[src/rtl/prm_map.vh]
// Register offsets, field positions, reset values and timing for the paged register bank
`ifndef PRM_MAP_VH
`define PRM_MAP_VH
// ==========================================
// Address map
`define PRM_ADDR_W          8
`define PRM_DATA_W          8
`define PRM_PAGE_TOP        8'hEF
`define PRM_COMMON_BASE     8'hF0
`define PRM_OFS_OPERATION_CONTROL      8'hF0
`define PRM_OFS_INDIRECT    8'hFC
`define PRM_OFS_REGCTRL     8'hFF
`define PRM_COMMON_SEL      4:0
`define PRM_ROW_SEL         7:4
// ==========================================
// Register control fields
`define PRM_RC_PAGE         0
`define PRM_RC_BROADCAST_READ_ENABLE        2
`define PRM_RC_LOCK         5:4
`define PRM_RC_RDSRC        7
`define PRM_RC_RESET        8'h80
`define PRM_RC_WMASK        8'hB5
`define PRM_LOCK_NONE       2'h0
`define PRM_LOCK_REQ        2'h1
`define PRM_LOCK_DONE       2'h2
// ==========================================
// Operation control fields
`define PRM_OC_SLEEP        0
`define PRM_OC_CLR          1
`define PRM_OC_SINGLE_SHOT        2
`define PRM_OC_CONTINUOUS_MEASURE         3
`define PRM_OC_ADJ          5
`define PRM_OC_RST          7
`define PRM_OC_RESET        8'h00
`define PRM_OC_WMASK        8'hAF
// ==========================================
// Timing
`define PRM_CLK_HZ          25000000
`define PRM_ADJ_MAX_MS      100
`define PRM_ADJ_DONE_CYC    16
`endif

[src/rtl/prm_regbank.v]
// Paged register bank with lock handshake and operation control sequencing
`timescale 1ns/1ps
`default_nettype none
`include "prm_map.vh"
module prm_regbank
#(
  parameter ADJ_CYCLES = `PRM_ADJ_DONE_CYC  // Config update latency, under 100 ms
)
(
  input  wire       sys_clk,
  input  wire       rst_b,
  input  wire       clk_en,
  // Host register port
  input  wire       reg_wr,
  input  wire       reg_rd,
  input  wire       burst_start,
  input  wire [7:0] reg_addr,
  input  wire [7:0] reg_wdata,
  output reg  [7:0] reg_rdata,
  output wire       reg_blocked,
  // Readback command
  input  wire       readback_req,
  input  wire       readback_bcast,
  output reg  [7:0] readback_data,
  output reg        readback_valid,
  output wire [7:0] readback_start_addr,
  // Map storage (page is address bit 8)
  output wire       map_wr,
  output wire [8:0] map_addr,
  output wire [7:0] map_wdata,
  input  wire [7:0] map_rdata,
  input  wire [7:0] fast_lsb,
  // Core measurement handshake
  input  wire       chip_select_low_pin,
  input  wire       meas_done,
  input  wire       map_update_pending,
  input  wire       reset_unlock,
  output wire       meas_run,
  output wire       accumulate_en,
  output reg        clear_accumulators,
  output reg        config_apply,
  output reg        device_reset,
  output wire       sleep_state,
  output wire       map_freeze,
  output wire [1:0] lock_field
);
  // ==========================================
  // Core states, one-hot
  localparam [3:0] ST_SLEEP = 4'h1;
  localparam [3:0] ST_STBY  = 4'h2;
  localparam [3:0] ST_MEAS  = 4'h4;
  localparam [3:0] ST_ADJ   = 4'h8;

  reg  [7:0] regctrl_ff;          // Register control
  reg  [7:0] nxt_regctrl;
  reg  [7:0] operation_control_ff;           // Operation control
  reg  [7:0] nxt_operation_control;
  reg  [7:0] indirect_address_ff; // Indirect readback start
  reg  [3:0] state_ff;            // Core state
  reg  [3:0] nxt_state;
  reg  [7:0] adj_cnt_ff;          // Config update timer
  reg  [7:0] nxt_adj_cnt;
  reg        cs_low_d_ff;         // Prior chip select level
  reg  [3:0] row_ff;              // Row held coherent in a burst
  reg        burst_ff;            // Burst active
  reg        nxt_clr_pulse;
  reg        nxt_adj_pulse;
  reg        nxt_rst_pulse;
  wire       cs_low_sync;         // Synchronised, high while chip select pin is low
  wire       common_hit;
  wire       lock_pending;
  wire       ctrl_wr;
  wire       op_wr;
  wire [7:0] oc_w;
  wire [1:0] lk_w;
  wire [7:0] acc_addr;            // Storage address, indirect during readback
  wire       acc_common;          // Storage address in common region
  wire [7:0] oc_set;              // Set requests carried by a host write

  // ==========================================
  // Pin synchroniser, inverted so its reset value matches an idle pin
  prm_sync2 u_cs_sync
  (
    .sys_clk (sys_clk),
    .rst_b   (rst_b),
    .d_in    (~chip_select_low_pin),
    .q_out   (cs_low_sync)
  );

  // ==========================================
  // Decode
  assign common_hit   = (reg_addr >= `PRM_COMMON_BASE);
  assign lock_field   = regctrl_ff[`PRM_RC_LOCK];
  assign lock_pending = (lock_field == `PRM_LOCK_REQ);
  // Pending lock blocks everything but control and indirect address
  assign reg_blocked  = lock_pending && (reg_addr != `PRM_OFS_REGCTRL) &&
                        (reg_addr != `PRM_OFS_INDIRECT);
  assign ctrl_wr      = reg_wr && (reg_addr == `PRM_OFS_REGCTRL);
  assign op_wr        = reg_wr && (reg_addr == `PRM_OFS_OPERATION_CONTROL) && !reg_blocked;
  assign oc_w         = reg_wdata & `PRM_OC_WMASK;
  assign lk_w         = reg_wdata[`PRM_RC_LOCK];
  // A fresh request in the same cycle beats any self-clear
  assign oc_set       = op_wr ? oc_w : 8'h00;
  // Indirect readback presents the indirect address to storage
  assign acc_addr     = (readback_req && !regctrl_ff[`PRM_RC_RDSRC]) ? indirect_address_ff :
                        reg_addr;
  assign acc_common   = (acc_addr >= `PRM_COMMON_BASE);
  // Page bit extends the byte address for paged space
  assign map_addr     = {(acc_common ? 1'b0 : regctrl_ff[`PRM_RC_PAGE]), acc_addr};
  assign map_wr       = reg_wr && !common_hit && !reg_blocked;
  assign map_wdata    = reg_wdata;
  // Frozen while locked, or while a burst holds its row
  assign map_freeze   = (lock_field == `PRM_LOCK_DONE) || burst_ff;
  assign sleep_state  = (state_ff == ST_SLEEP);
  assign meas_run     = (state_ff == ST_MEAS);
  assign accumulate_en = (state_ff == ST_MEAS) && operation_control_ff[`PRM_OC_CONTINUOUS_MEASURE];
  assign readback_start_addr = indirect_address_ff;

  // ==========================================
  // Register control next value
  always @*
  begin
    nxt_regctrl = regctrl_ff;
    if (ctrl_wr)
    begin
      nxt_regctrl = reg_wdata & `PRM_RC_WMASK;
      // Host may request, release, or leave the lock; 11 is no request
      if (lk_w == `PRM_LOCK_REQ && lock_field == `PRM_LOCK_DONE)
        nxt_regctrl[`PRM_RC_LOCK] = `PRM_LOCK_DONE;
      else if (lk_w == `PRM_LOCK_REQ || lk_w == `PRM_LOCK_NONE)
        nxt_regctrl[`PRM_RC_LOCK] = lk_w;
      else
        nxt_regctrl[`PRM_RC_LOCK] = lock_field;
    end
    // Lock granted once pending updates have landed
    if (nxt_regctrl[`PRM_RC_LOCK] == `PRM_LOCK_REQ && !map_update_pending &&
        lock_pending)
      nxt_regctrl[`PRM_RC_LOCK] = `PRM_LOCK_DONE;
  end

  // ==========================================
  // Core sequencer and operation control next value
  always @*
  begin
    nxt_operation_control    = operation_control_ff;
    nxt_state     = state_ff;
    nxt_adj_cnt   = adj_cnt_ff;
    nxt_clr_pulse = 1'b0;
    nxt_adj_pulse = 1'b0;
    nxt_rst_pulse = 1'b0;
    if (op_wr)
    begin
      // Set-only bits only set; sleep and continuous follow the write
      nxt_operation_control[`PRM_OC_SLEEP] = oc_w[`PRM_OC_SLEEP];
      nxt_operation_control[`PRM_OC_CONTINUOUS_MEASURE]  = oc_w[`PRM_OC_CONTINUOUS_MEASURE];
      nxt_operation_control[`PRM_OC_CLR]   = operation_control_ff[`PRM_OC_CLR] | oc_w[`PRM_OC_CLR];
      nxt_operation_control[`PRM_OC_SINGLE_SHOT] = operation_control_ff[`PRM_OC_SINGLE_SHOT] | oc_w[`PRM_OC_SINGLE_SHOT];
      nxt_operation_control[`PRM_OC_ADJ]   = operation_control_ff[`PRM_OC_ADJ] | oc_w[`PRM_OC_ADJ];
      // Reset ignored unless unlocked
      if (oc_w[`PRM_OC_RST] && reset_unlock)
        nxt_rst_pulse = 1'b1;
    end
    // Clear acts at once and self-clears
    if (operation_control_ff[`PRM_OC_CLR])
    begin
      nxt_clr_pulse = 1'b1;
      nxt_operation_control[`PRM_OC_CLR] = oc_set[`PRM_OC_CLR];
    end
    case (state_ff)
      ST_SLEEP:
      begin
        // Falling chip select wakes the core
        if (cs_low_sync && !cs_low_d_ff)
        begin
          nxt_state = ST_STBY;
          nxt_operation_control[`PRM_OC_SLEEP] = oc_set[`PRM_OC_SLEEP];
        end
      end
      ST_STBY:
      begin
        if (operation_control_ff[`PRM_OC_SLEEP])
          nxt_state = ST_SLEEP;
        else if (operation_control_ff[`PRM_OC_ADJ])
        begin
          nxt_state   = ST_ADJ;
          nxt_adj_cnt = ADJ_CYCLES[7:0];
        end
        else if (operation_control_ff[`PRM_OC_SINGLE_SHOT] || operation_control_ff[`PRM_OC_CONTINUOUS_MEASURE])
          nxt_state = ST_MEAS;
      end
      ST_MEAS:
      begin
        if (meas_done)
        begin
          if (operation_control_ff[`PRM_OC_SINGLE_SHOT] && operation_control_ff[`PRM_OC_CONTINUOUS_MEASURE])
            nxt_operation_control[`PRM_OC_CONTINUOUS_MEASURE] = oc_set[`PRM_OC_CONTINUOUS_MEASURE];
          else if (operation_control_ff[`PRM_OC_SINGLE_SHOT])
          begin
            nxt_operation_control[`PRM_OC_SINGLE_SHOT] = oc_set[`PRM_OC_SINGLE_SHOT];
            nxt_state = ST_STBY;
          end
          else if (!operation_control_ff[`PRM_OC_CONTINUOUS_MEASURE])
            nxt_state = ST_STBY;
        end
      end
      ST_ADJ:
      begin
        if (adj_cnt_ff == 8'h00)
        begin
          nxt_adj_pulse = 1'b1;
          nxt_operation_control[`PRM_OC_ADJ] = oc_set[`PRM_OC_ADJ];
          nxt_state = ST_STBY;
        end
        else
          nxt_adj_cnt = adj_cnt_ff - 8'h01;
      end
      default:
        nxt_state = ST_STBY;
    endcase
  end

  // ==========================================
  // State registers
  always @(posedge sys_clk or negedge rst_b)
  begin
    if (!rst_b)
    begin
      regctrl_ff          <= `PRM_RC_RESET;
      operation_control_ff           <= `PRM_OC_RESET;
      indirect_address_ff <= 8'h00;
      state_ff            <= ST_STBY;
      adj_cnt_ff          <= 8'h00;
      cs_low_d_ff         <= 1'b0;
      row_ff              <= 4'h0;
      burst_ff            <= 1'b0;
      clear_accumulators  <= 1'b0;
      config_apply        <= 1'b0;
      device_reset        <= 1'b0;
    end
    else if (clk_en)
    begin
      regctrl_ff         <= nxt_regctrl;
      operation_control_ff          <= nxt_operation_control;
      state_ff           <= nxt_state;
      adj_cnt_ff         <= nxt_adj_cnt;
      cs_low_d_ff        <= cs_low_sync;
      clear_accumulators <= nxt_clr_pulse;
      config_apply       <= nxt_adj_pulse;
      device_reset       <= nxt_rst_pulse;
      if (reg_wr && reg_addr == `PRM_OFS_INDIRECT)
        indirect_address_ff <= reg_wdata;
      // Burst holds the map while it stays in its row
      if (burst_start)
      begin
        burst_ff <= 1'b1;
        row_ff   <= reg_addr[`PRM_ROW_SEL];
      end
      else if ((reg_rd || reg_wr) && reg_addr[`PRM_ROW_SEL] != row_ff)
        burst_ff <= 1'b0;
      else if (!(reg_rd || reg_wr))
        burst_ff <= 1'b0;
    end
  end

  // ==========================================
  // Read data, registered; blocked reads return all ones
  always @(posedge sys_clk or negedge rst_b)
  begin
    if (!rst_b)
      reg_rdata <= 8'h00;
    else if (clk_en && reg_rd)
    begin
      if (reg_blocked)
        reg_rdata <= 8'hFF;
      else if (reg_addr == `PRM_OFS_REGCTRL)
        reg_rdata <= regctrl_ff;
      else if (reg_addr == `PRM_OFS_OPERATION_CONTROL)
        reg_rdata <= operation_control_ff;
      else if (reg_addr == `PRM_OFS_INDIRECT)
        reg_rdata <= indirect_address_ff;
      else
        reg_rdata <= map_rdata;
    end
  end

  // ==========================================
  // Readback command response
  always @(posedge sys_clk or negedge rst_b)
  begin
    if (!rst_b)
    begin
      readback_data  <= 8'h00;
      readback_valid <= 1'b0;
    end
    else if (clk_en)
    begin
      // Broadcast answered only when enabled
      readback_valid <= readback_req &&
                        (!readback_bcast || regctrl_ff[`PRM_RC_BROADCAST_READ_ENABLE]);
      if (regctrl_ff[`PRM_RC_RDSRC])
        readback_data <= fast_lsb;
      else
        readback_data <= map_rdata;
    end
  end
endmodule
`default_nettype wire

[src/rtl/prm_sync2.v]
// Two flip-flop synchroniser for an asynchronous level
`timescale 1ns/1ps
`default_nettype none
module prm_sync2
(
  input  wire sys_clk,
  input  wire rst_b,
  input  wire d_in,
  output wire q_out
);
  // ==========================================
  // Synchroniser stages
  reg meta_ff;   // First stage, read only by second
  reg sync_ff;   // Second stage
  // Shift the input through two stages
  always @(posedge sys_clk or negedge rst_b)
  begin
    if (!rst_b)
    begin
      meta_ff <= 1'b0;
      sync_ff <= 1'b0;
    end
    else
    begin
      meta_ff <= d_in;
      sync_ff <= meta_ff;
    end
  end
  assign q_out = sync_ff;
endmodule
`default_nettype wire

[config.mk]
export PLATFORM = sky130hd
export DESIGN_NAME = prm_regbank
export DESIGN_NICKNAME = d
export VERILOG_FILES = /design/src/rtl/prm_regbank.v /design/src/rtl/prm_sync2.v
export VERILOG_INCLUDE_DIRS = /design/src /design/src/rtl
export SDC_FILE = /design/constraint.sdc
export NUM_CORES = 1
export LEC_CHECK = 0
export BUFFER_PORTS_ARGS = -buffer_cell sky130_fd_sc_hd__buf_4
export CORE_AREA = 2 2 82 84
export DETAILED_ROUTE_END_ITERATION = 7
export DIE_AREA = 0 0 84 86
export GPL_TIMING_DRIVEN = 1
export PLACE_DENSITY = 0.91
export SETUP_SLACK_MARGIN = 0.4
export SLEW_MARGIN = 5
export SYNTH_ARGS = -nofsm -noshare
export SYNTH_HDL_FRONTEND = slang
export SYNTH_SLANG_ARGS = --single-unit
export TNS_END_PERCENT = 5
[constraint.sdc]
create_clock -name sys_clk -period 2.4 [get_ports sys_clk]
set_clock_uncertainty 0.1 [all_clocks]
set_input_delay 0.24 -clock sys_clk [delete_from_list [all_inputs] [get_ports sys_clk]]
set_output_delay 0.24 -clock sys_clk [all_outputs]
set_load 0.01 [all_outputs]
==> results of run 1 <==
## cell usage after synthesis (5+ instances only)
cell and n:
nand3_1 11, nand4_1 6, buf_4 10, o32a_1 7, nor3_1 5, dfrtp_1 56, inv_1 17, mux2i_1 10
o21ai_0 28, nand2b_1 6, a21oi_1 19, mux2_2 21, clkbuf_1 13, nand2_1 17, nor2_1 22
## power groups by stage
stage          Clock [mW]  Sequential, mW  Combinational (mW)
2_1_floorplan           0            1.18               0.351
3_3_place_gp            0            1.19               0.554
3_5_place_dp            0            1.20               0.575
4_1_cts             0.935            1.18               0.588
5_1_grt             0.985            1.20               0.659
6_report            0.933            1.19               0.608
## stage by stage
| step | cells | worst slack [ns] | hold slack, ns |
|---|---|---|---|
| 2_1_floorplan | 324 | 0.450 | -0.156 |
| 3_3_place_gp | 477 | 0.377 | 0.236 |
| 3_5_place_dp | 477 | 0.295 | 0.244 |
| 4_1_cts | 498 | 0.301 | 0.0478 |
| 5_1_grt | 501 | 0.172 | 0.0370 |
| 6_report | 501 | 0.257 | 0.0486 |
## cell families after synthesis
kind of cell | share of synthesized area [%]
AND/OR/NAND/NOR | 17.3
XOR/XNOR | 1.37
buffers and inverters | 7.01
AO/OA/AOI/OAI | 17.6
flip-flops | 45.5
adder cells (fa/ha/maj) | 0.783
multiplexers | 10.5
## worst max-delay path, stage by stage (launching register included)
cell and delay (ns):
dfrtp_1 0.43, inv_2 0.11, ha_4 0.13, or4b_4 0.51, o21ai_2 0.15, nand4_1 0.24
mux2_4 0.36
## cells in the final DEF (no fill, tap or decap), drive strengths merged, types with 7 or more instances in the layout
cell / instances
nand2: 17
a21oi: 19
nand3: 11
mux2i: 10
clkbuf: 13
buf: 111
o21ai: 31
inv: 17
dfrtp: 56
nor2: 22
mux2: 21
o32a: 7
## state kept, by name, indices dropped and copies added, names as in the netlist
signal,flops
adj_cnt_ff,8
readback_data,8
readback_start_addr,8
reg_rdata,8
operation_control_ff,5
regctrl_ff,5
row_ff,4
state_ff,4
burst_ff,1
clear_accumulators,1
config_apply,1
cs_low_d_ff,1
device_reset,1
readback_valid,1
u_cs_sync.meta_ff,1
u_cs_sync.q_out,1
## worst min path at each step
| stage | slack [ns] | cells past startpoint | endpoint | startpoint |
|---|---|---|---|---|
| after global placement | 0.24 | 1 | u_cs_sync.q_out | rst_b |
| final | 0.05 | 2 | burst_ff | burst_start |
| after global routing | 0.04 | 2 | readback_start_addr[6] | reg_wdata[6] |
| after detailed placement | 0.24 | 0 | u_cs_sync.q_out | u_cs_sync.meta_ff |
| after CTS | 0.05 | 2 | readback_start_addr[6] | reg_wdata[6] |
| after floorplan | -0.16 | 0 | adj_cnt_ff[0] | rst_b |
## metal layers
metal | vias up | track usage [%] | wire length [um]
li1 | 1370 | - | -
met5 | - | 0 | 0
met2 | 167 | 45.2 | 4700
met3 | 28 | 6.16 | 724
met1 | 1496 | 30.2 | 3500
met4 | 0 | 11.7 | 253
## repair_timing
item | 4_1_cts | 5_1_grt
cloned | 0 | 0
setup buffers | 4 | 3
pin swaps | 1 | 3
endpoints found under the setup margin | 19 | 23
hold buffers | 2 | 0
gates resized for setup | 0 | 7
endpoints found under the hold margin | 57 | 0
## final cells by class
type                            instances  share of cell area [%]
Sequential cell                        58                    34.4
Timing Repair Buffer                  113                    20.2
Multi-Input combinational cell        221                    36.7
Tap cell                               77                    2.28
Clock inverter                          2                   0.830
Clock buffer                           13                    4.00
Inverter                               17                    1.51
==> metrics, run 1 <==
fin crit period between 2 and 2.5 ns; critical path peak fanout 5; Int Pwr approximately 2 mW; Post-synth EDFFs 0; Setup crit end kind flop; async set-or-reset flop fraction in the synthesized netlist 100%; register area share after synthesis 45.5%; clk slew on worst S/H paths about 0.060 ns; dominant synthesized flop cell dfrtp_1; Synth area leader dfrtp_1; Remaining DRCs 0; DIE HEIGHT roughly 86 um; Sw Share 28.6%; core outline area roughly 6300 um2; Synth Instances 324; Fmax 467 MHz; VDD IR max around 0.55 mV; Psw 782 uW; initial antenna violation count 0; Multi-input gate area about 1600 um2; overall power about 2.7 mW; r2r endpoint state_ff[2]; unrepaired setup endpoints after global routing true; syn_nets 370; largest net degree at the start of global routing 59; die area a little over 7000 um2; leakage 1.93 nW; WL/cell approximately 18 um; reg2reg start adj_cnt_ff[0]; fill cell count ~480; Final GP Congestion 0.867; Vias approximately 3.1k; end of the critical path state_ff[2]; YS warnings 0; DP HPWL ~6600 um; layout cells sized above 1 between 30 and 40%; number of CTS-inserted buffers 9; htree depth 3; Antenna Nets Post-Route 0; global route total overflow 0; setup violators final 0; crit start category flop; worst relative slew slack 51.4%; Critical Path Source adj_cnt_ff[0]; Skew-Pair Late Insertion Delay 0.34 ns; Gate power share 22.3%; Setup TNS Final 0 ns; synthesized cell area approximately 3200 um2; syn avg cell area 9.87 um2; initial DRC count roughly 240; vias in the first global route around 3.0k; NumNets Final 466; max-cap violations 0; Synth cell types 55; final core utilization about two thirds; die extent in x about 84 um; GRT Total Usage 25.8%; initial core utilization between 50 and 60%; register area approximately 1500 um2; Total Wirelength 9180 um; post-synth top area share a little over two fifths; CTS root buf clkbuf_8; Finished Cell Area between 4000 and 5000 um2; R2R setup slack 0.26 ns; boundary pin count slightly below 100; first-pass GRT wire length between 10,000 and 15,000 um; placed cell areas between 3000 and 4000 um2; worst setup path class reg2reg; Hold Path Class in2reg; routed vias/inst between 6 and 7; Clock Sinks 58; Final Hold Viols 0; Power Density ~650 nW/um2; Tcrit/Tclk final between 80% and 90%; Seq cells post-synth between 50 and 60; transition time of the tightest slew-check pin between 0.7 and 0.8 ns; row cnt 29; antenna cells 0; Clk pwr share between 30% and 40%; status completed; synth top area cells dfrtp_1 (44%), mux2_2 (7.4%), o21ai_0 (4.4%), mux2i_1 (3.1%), a21oi_1 (3.0%); critical path required time between 2 and 3 ns; TritonRoute pass-1 iters 6; P&R area growth vs syn 32.1%; Clock Tree Buf Depth 2; Port Buffer Count 96; sequential power share a little over two fifths; max-slew violations 0; Reg2Reg Depth 6; TritonCTS clock tree done; CP arrival 2.27 ns
No activity file was read; power rests on OpenSTA's default activity.
==> run 2: changes to the inputs <==
SYNTH_HIERARCHICAL = 1   (was not set)
==> run 2 against run 1 <==
Clock power is 6.6% lower. Clock-buffer cell count decreased by 3. Core utilization up 0.80 points. Sequential share of layout area down 0.37 points. Design area up 1.2%. Critical path type is now reg2out. Largest power group unchanged. Synthesized area increased by 0.82%. Cell count down 0.40%.
==> metrics, run 2 <==
register area share after synthesis 45.1% (was 45.5%); Hold Path Class in2reg (unchanged); number of CTS-inserted buffers 9 (unchanged); Synth cell types 58 (was 55); syn_nets 362 (was 370); Total Wirelength 9560 um (was 9180 um); dpl ws 0.242 ns (was 0.295 ns); Power Density 638 nW/um2 (was 646 nW/um2); post-synth top area share 43.5% (was 43.8%); worst relative slew slack 50.7% (was 51.4%); core outline area 6280 um2 (unchanged); Skew-Pair Late Insertion Delay 0.35 ns (was 0.34 ns); Setup TNS Final 0 ns (unchanged); synthesized cell area 3220 um2 (was 3200 um2); layout cells sized above 1 40.0% (was 37.7%); fill cell count 445 (was 481); Clock Tree Buf Depth 2 (unchanged); Hold Slack 0.0401 ns (was 0.0486 ns); Clock Sinks 58 (unchanged); leakage 1.97 nW (was 1.93 nW); Inst Count DP 478 (was 477); boundary pin count 97 (unchanged); Clk pwr share 32.0% (was 34.2%); Final GP Congestion 0.942 (was 0.867); PnR worst setup slack 0.420 ns (was 0.257 ns); htree depth 3 (unchanged); routed vias/inst 5.99 (was 6.11); Post-synth EDFFs 0 (unchanged); vias in the first global route 3,015 (was 3,047); VDD IR max 0.367 mV (was 0.549 mV); Gate power share 23.8% (was 22.3%); clk slew on worst S/H paths 0.07 ns (was 0.06 ns); Tcrit/Tclk final 82.5% (was 89.3%); CP arrival 1.64 ns (was 2.27 ns); NumNets Final 463 (was 466); Fmax 505 MHz (was 467 MHz); sequential power share 44.2% (was 43.6%); leading cell type in the layout, fill and taps excluded buf_4 (unchanged); Finished Cell Area 4270 um2 (was 4220 um2); transition time of the tightest slew-check pin 0.739 ns (was 0.728 ns); TritonRoute pass-1 iters 5 (was 6); most frequent cells in the layout buf_4 (107), dfrtp_1 (55), nor2_1 (28) (was buf_4 (111), dfrtp_1 (56), o21ai_0 (27)); status completed (unchanged); synth cell count leaders dfrtp_1 (56), nor2_1 (28), mux2_2 (27) (was dfrtp_1 (56), o21ai_0 (28), nor2_1 (22)); P&R area growth vs syn 32.6% (was 32.1%); initial antenna violation count 0 (unchanged); overall power 2.72 mW (was 2.73 mW); most common cell in the netlist dfrtp_1 (unchanged); Int Pwr 1.88 mW (was 1.95 mW); crit start category flop (unchanged); Vias 2,990 (was 3,061); Remaining DRCs 0 (unchanged); YS warnings 6 (was 0); final non-filler cell total 499 (was 501); final core utilization 68.1% (was 67.3%); async set-or-reset flop fraction in the synthesized netlist 100% (unchanged); unrepaired setup endpoints after global routing true (unchanged); row cnt 29 (unchanged); Reg2Reg Depth 9 (was 6); Port Buffer Count 96 (unchanged); DP HPWL 6790 um (was 6600 um); CTS root buf clkbuf_8 (unchanged); Psw 841 uW (was 782 uW); dominant synthesized flop cell dfrtp_1 (unchanged); critical path required time 2.06 ns (was 2.53 ns); DIE HEIGHT 86 um (unchanged); critical path peak fanout 3 (was 5); hold depth 2 (unchanged); setup violators final 0 (unchanged); initial DRC count 316 (was 237); Sw Share 30.9% (was 28.6%); worst setup path class reg2out (was reg2reg); max-cap violations 0 (unchanged); die area 7220 um2 (unchanged); fin crit period 1.98 ns (was 2.14 ns); TritonCTS clock tree done (unchanged); max-slew violations 0 (unchanged); die extent in x 84 um (unchanged); largest net degree at the start of global routing 59 (unchanged); Seq cells post-synth 58 (unchanged); WL/cell 19.2 um (was 18.3 um); antenna cells 0 (unchanged); Antenna Nets Post-Route 0 (unchanged); Setup crit end kind primary output (was flop); global route total overflow 0 (unchanged); initial core utilization 51.3% (was 50.9%); syn avg cell area 10.2 um2 (was 9.87 um2); GRT Total Usage 27.1% (was 25.8%); Final Hold Viols 0 (unchanged); synth top area cells dfrtp_1 (43%), mux2_2 (9.4%), mux2i_1 (5.3%), nor2_1 (3.3%), o21ai_0 (2.8%) (was dfrtp_1 (44%), mux2_2 (7.4%), o21ai_0 (4.4%), mux2i_1 (3.1%), a21oi_1 (3.0%)); Synth area leader dfrtp_1 (unchanged); Synth Instances 316 (was 324); first-pass GRT wire length 15,100 um (was 14,700 um); placed cell areas 3990 um2 (was 3930 um2)
[run 2: cell count changes in the layout (fill, tap and decap cells not counted), sizes merged, moves of 4 or more]
cell / change
a22oi: -4
mux2: +6
nor2: +6
mux2i: +7
o21ai: -12
[run 2: layout make-up]
class,count,area [um2],area share (%)
Multi-Input combinational cell,222,1630,38.2
Sequential cell,58,1460,34.1
Timing Repair Buffer,110,843,19.7
Clock buffer,10,128,2.99
Tap cell,77,96.3,2.25
Inverter,16,60.1,1.41
Clock inverter,6,57.6,1.35
[run 2: what timing repair did]
| item | in CTS | in global routing |
|---|---|---|
| setup endpoints to repair | 15 | 16 |
| endpoints found under the hold margin | 57 | 0 |
| gates resized for setup | 5 | 5 |
| hold buffers | 2 | 0 |
| setup buffers | 3 | 0 |
| pin swaps | 0 | 1 |
[run 2: power groups by stage]
stage	Sequential (mW)	Combinational, mW	Clock (mW)
2_1_floorplan	1.19	0.323	0
3_3_place_gp	1.20	0.584	0
3_5_place_dp	1.21	0.605	0
4_1_cts	1.19	0.631	0.874
5_1_grt	1.22	0.711	0.927
6_report	1.20	0.649	0.871
[run 2: critical path, cell delays in order, from the launching register on]
cell and delay (ns):
dfstp_2 0.56, nor2b_4 0.06, buf_4 0.14, nand4_1 0.09, o21ai_0 0.10, a21boi_0 0.20
buf_4 0.15
[run 2: path summary, 6_finish.rpt]
path	from	to	slack, ns
hold / removal	reg_wdata[6]	readback_start_addr[6]	0.04
setup reg to reg	adj_cnt_ff[1]	adj_cnt_ff[7]	0.42
setup / recovery	regctrl_ff[7]	map_addr[8]	0.42
hold reg to reg	u_cs_sync/meta_ff	u_cs_sync/q_out	0.28
min in group asynchronous	rst_b	adj_cnt_ff[7]	0.39
max in group asynchronous	rst_b	adj_cnt_ff[1]	1.30
[run 2: kinds of logic (layout without fill, tap and decap cells)]
kind of cell	after synthesis	in the layout	synth area share, %
AND/OR/NAND/NOR	102	102	17.9
AO/OA/AOI/OAI	69	69	14.3
flip-flops	58	58	45.1
multiplexers	44	44	14.7
buffers and inverters	36	142	5.82
XOR/XNOR	5	5	1.36
adder cells (fa/ha/maj)	2	2	0.776
[run 2: layer usage]
metal  up-vias  GRT usage [%]  wire [um]
li1       1350              -          -
met1      1432           34.6       3830
met2       167           42.6       4570
met3        41           7.99        793
met4         0           13.0        371
met5         -              0          0
==> run 3: changes to the inputs <==
clock period = 1.9 ns   (was 2.4 ns; I/O delays follow)
==> run 3 against run 2 <==
Die area stayed put. Power is 43% higher. Via count is 9.0% higher. Largest power group unchanged. Critical path type is now reg2reg.
==> metrics, run 3 (synthesis results as in run 2) <==
global route total overflow 0 (unchanged); fill cell count 383 (was 445); Final GP Congestion 0.950 (was 0.942); TritonCTS clock tree done (unchanged); die extent in x 84 um (unchanged); VDD IR max 0.681 mV (was 0.367 mV); Final Hold Viols 0 (unchanged); initial core utilization 51.3% (unchanged); initial DRC count 251 (was 316); PnR worst setup slack 0.0171 ns (was 0.420 ns); leading cell type in the layout, fill and taps excluded buf_4 (unchanged); Hold Slack 0.0232 ns (was 0.0401 ns); GRT Total Usage 28.9% (was 27.1%); Critical path buffers and inverters 0 (was 2); clk slew on worst S/H paths 0.07 ns (about the same); Fmax roughly 530 MHz; TritonRoute pass-1 iters 5 (unchanged); number of CTS-inserted buffers 9 (unchanged); Power Density 817 nW/um2 (was 638 nW/um2); critical path required time 2.03 ns (was 2.06 ns); largest net degree at the start of global routing 59 (unchanged); core outline area 6280 um2 (unchanged); fin crit period ~1.9 ns; P&R area growth vs syn 48.3% (was 32.6%); register area 1460 um2 (unchanged); Clock Sinks 58 (unchanged); worst relative slew slack 50.8% (was 50.7%); max-cap violations 0 (unchanged); NumNets Final 492 (was 463); Port Buffer Count 96 (unchanged); antenna cells 0 (unchanged); Skew-Pair Late Insertion Delay 0.34 ns (was 0.35 ns); CTS root buf clkbuf_8 (unchanged); transition time of the tightest slew-check pin 0.738 ns (was 0.739 ns); routed vias/inst 6.17 (was 5.99); Total Wirelength 11,200 um (was 9560 um); Multi-input gate area 1790 um2 (was 1630 um2); status completed (unchanged); initial antenna violation count 0 (unchanged); Setup crit end kind flop (was primary output); CP peak stage delay 0.54 ns (was 0.56 ns); Hold Path Class in2reg (unchanged); overall power 3.90 mW (was 2.72 mW); vias in the first global route 3,182 (was 3,015); worst setup path class reg2reg (was reg2out); critical path peak fanout 7 (was 3); layout cells sized above 1 49.2% (was 40.0%); leakage 2.20 nW (was 1.97 nW); Remaining DRCs 0 (unchanged); Finished Cell Area 4780 um2 (was 4270 um2); dpl ws 0.00775 ns (was 0.242 ns); row cnt 29 (unchanged); crit start category flop (unchanged); Clock Tree Buf Depth 2 (unchanged); CP arrival 2.01 ns (was 1.64 ns); placed cell areas 4180 um2 (was 3990 um2); Crit-path slowest cell dfrtp_1 (was dfstp_2); cell-by-cell trace of the critical path nor2b_1, nand2_1, a21oi_2, a211o_2, mux2_2 (was nor2b_4, buf_4, nand4_1, o21ai_0, a21boi_0, buf_4); die area 7220 um2 (unchanged); max-slew violations 0 (unchanged); Vias 3,260 (was 2,990); boundary pin count 97 (unchanged); WL/cell 21.1 um (was 19.2 um); DIE HEIGHT 86 um (unchanged); setup violators final 0 (unchanged); first-pass GRT wire length 16,300 um (was 15,100 um); Tcrit/Tclk final between 90% and 100%; crit-path leading delay family flip-flops (unchanged); htree depth 3 (unchanged); unrepaired setup endpoints after global routing true (unchanged); Antenna Nets Post-Route 0 (unchanged); DP HPWL 7390 um (was 6790 um); most frequent cells in the layout buf_4 (117), dfrtp_1 (55), nor2_1 (23) (was buf_4 (107), dfrtp_1 (55), nor2_1 (28))
## run 3: cell types whose count changed in the layout (fill, tap and decap cells not counted), moves of 5 or more
cell	change
buf_4	+10
buf_6	+16
mux2_2	-8
mux2_4	+8
nor2_1	-5
o21ai_0	-5
## run 3: worst paths after layout
path,from,end,slack [ns],cells past startpoint
setup / recovery,state_ff[3],state_ff[0],0.02,5
hold / removal,reg_wdata[4],readback_start_addr[4],0.02,2
setup reg to reg,state_ff[3],state_ff[0],0.02,5
hold reg to reg,u_cs_sync/meta_ff,u_cs_sync/q_out,0.27,0
max in group asynchronous,rst_b,regctrl_ff[4],0.83,2
min in group asynchronous,rst_b,adj_cnt_ff[5],0.34,2
## run 3: metrics by stage
stage	cells	setup TNS [ns]	utilization [%]
final	528	0	76.2
after CTS	524	0	72.4
after global placement	497	0	66.6
after global routing	528	-0.163	76.2
after floorplan	316	0	-
after detailed placement	497	0	66.6
## run 3: layout make-up
cell class	instances	share of cell area [%]
Multi-Input combinational cell	222	37.5
Sequential cell	58	30.4
Timing Repair Buffer	139	23.7
Clock buffer	9	2.59
Clock inverter	7	2.46
Tap cell	77	2.02
Inverter	16	1.26
## run 3: routing by layer
metal	vias up	part of all wire, %	global-route usage (%)
met3	33	8.7	6.16
met5	-	0	0
li1	1401	-	-
met2	205	49	45.5
met4	0	2.9	11.9
met1	1621	39	39.3
## run 3: timing repair
action	4_1_cts	5_1_grt
buffers inserted	7	4
hold buffers	4	0
endpoints found under the hold margin	59	0
setup endpoints to repair	36	47
resized for setup	9	59
pin swaps	4	22
## run 3: power by group
group	internal (mW)	total [mW]	switching, mW
combinational	0.513	0.987	0.473
clock	0.867	1.39	0.526
sequential	1.37	1.52	0.157
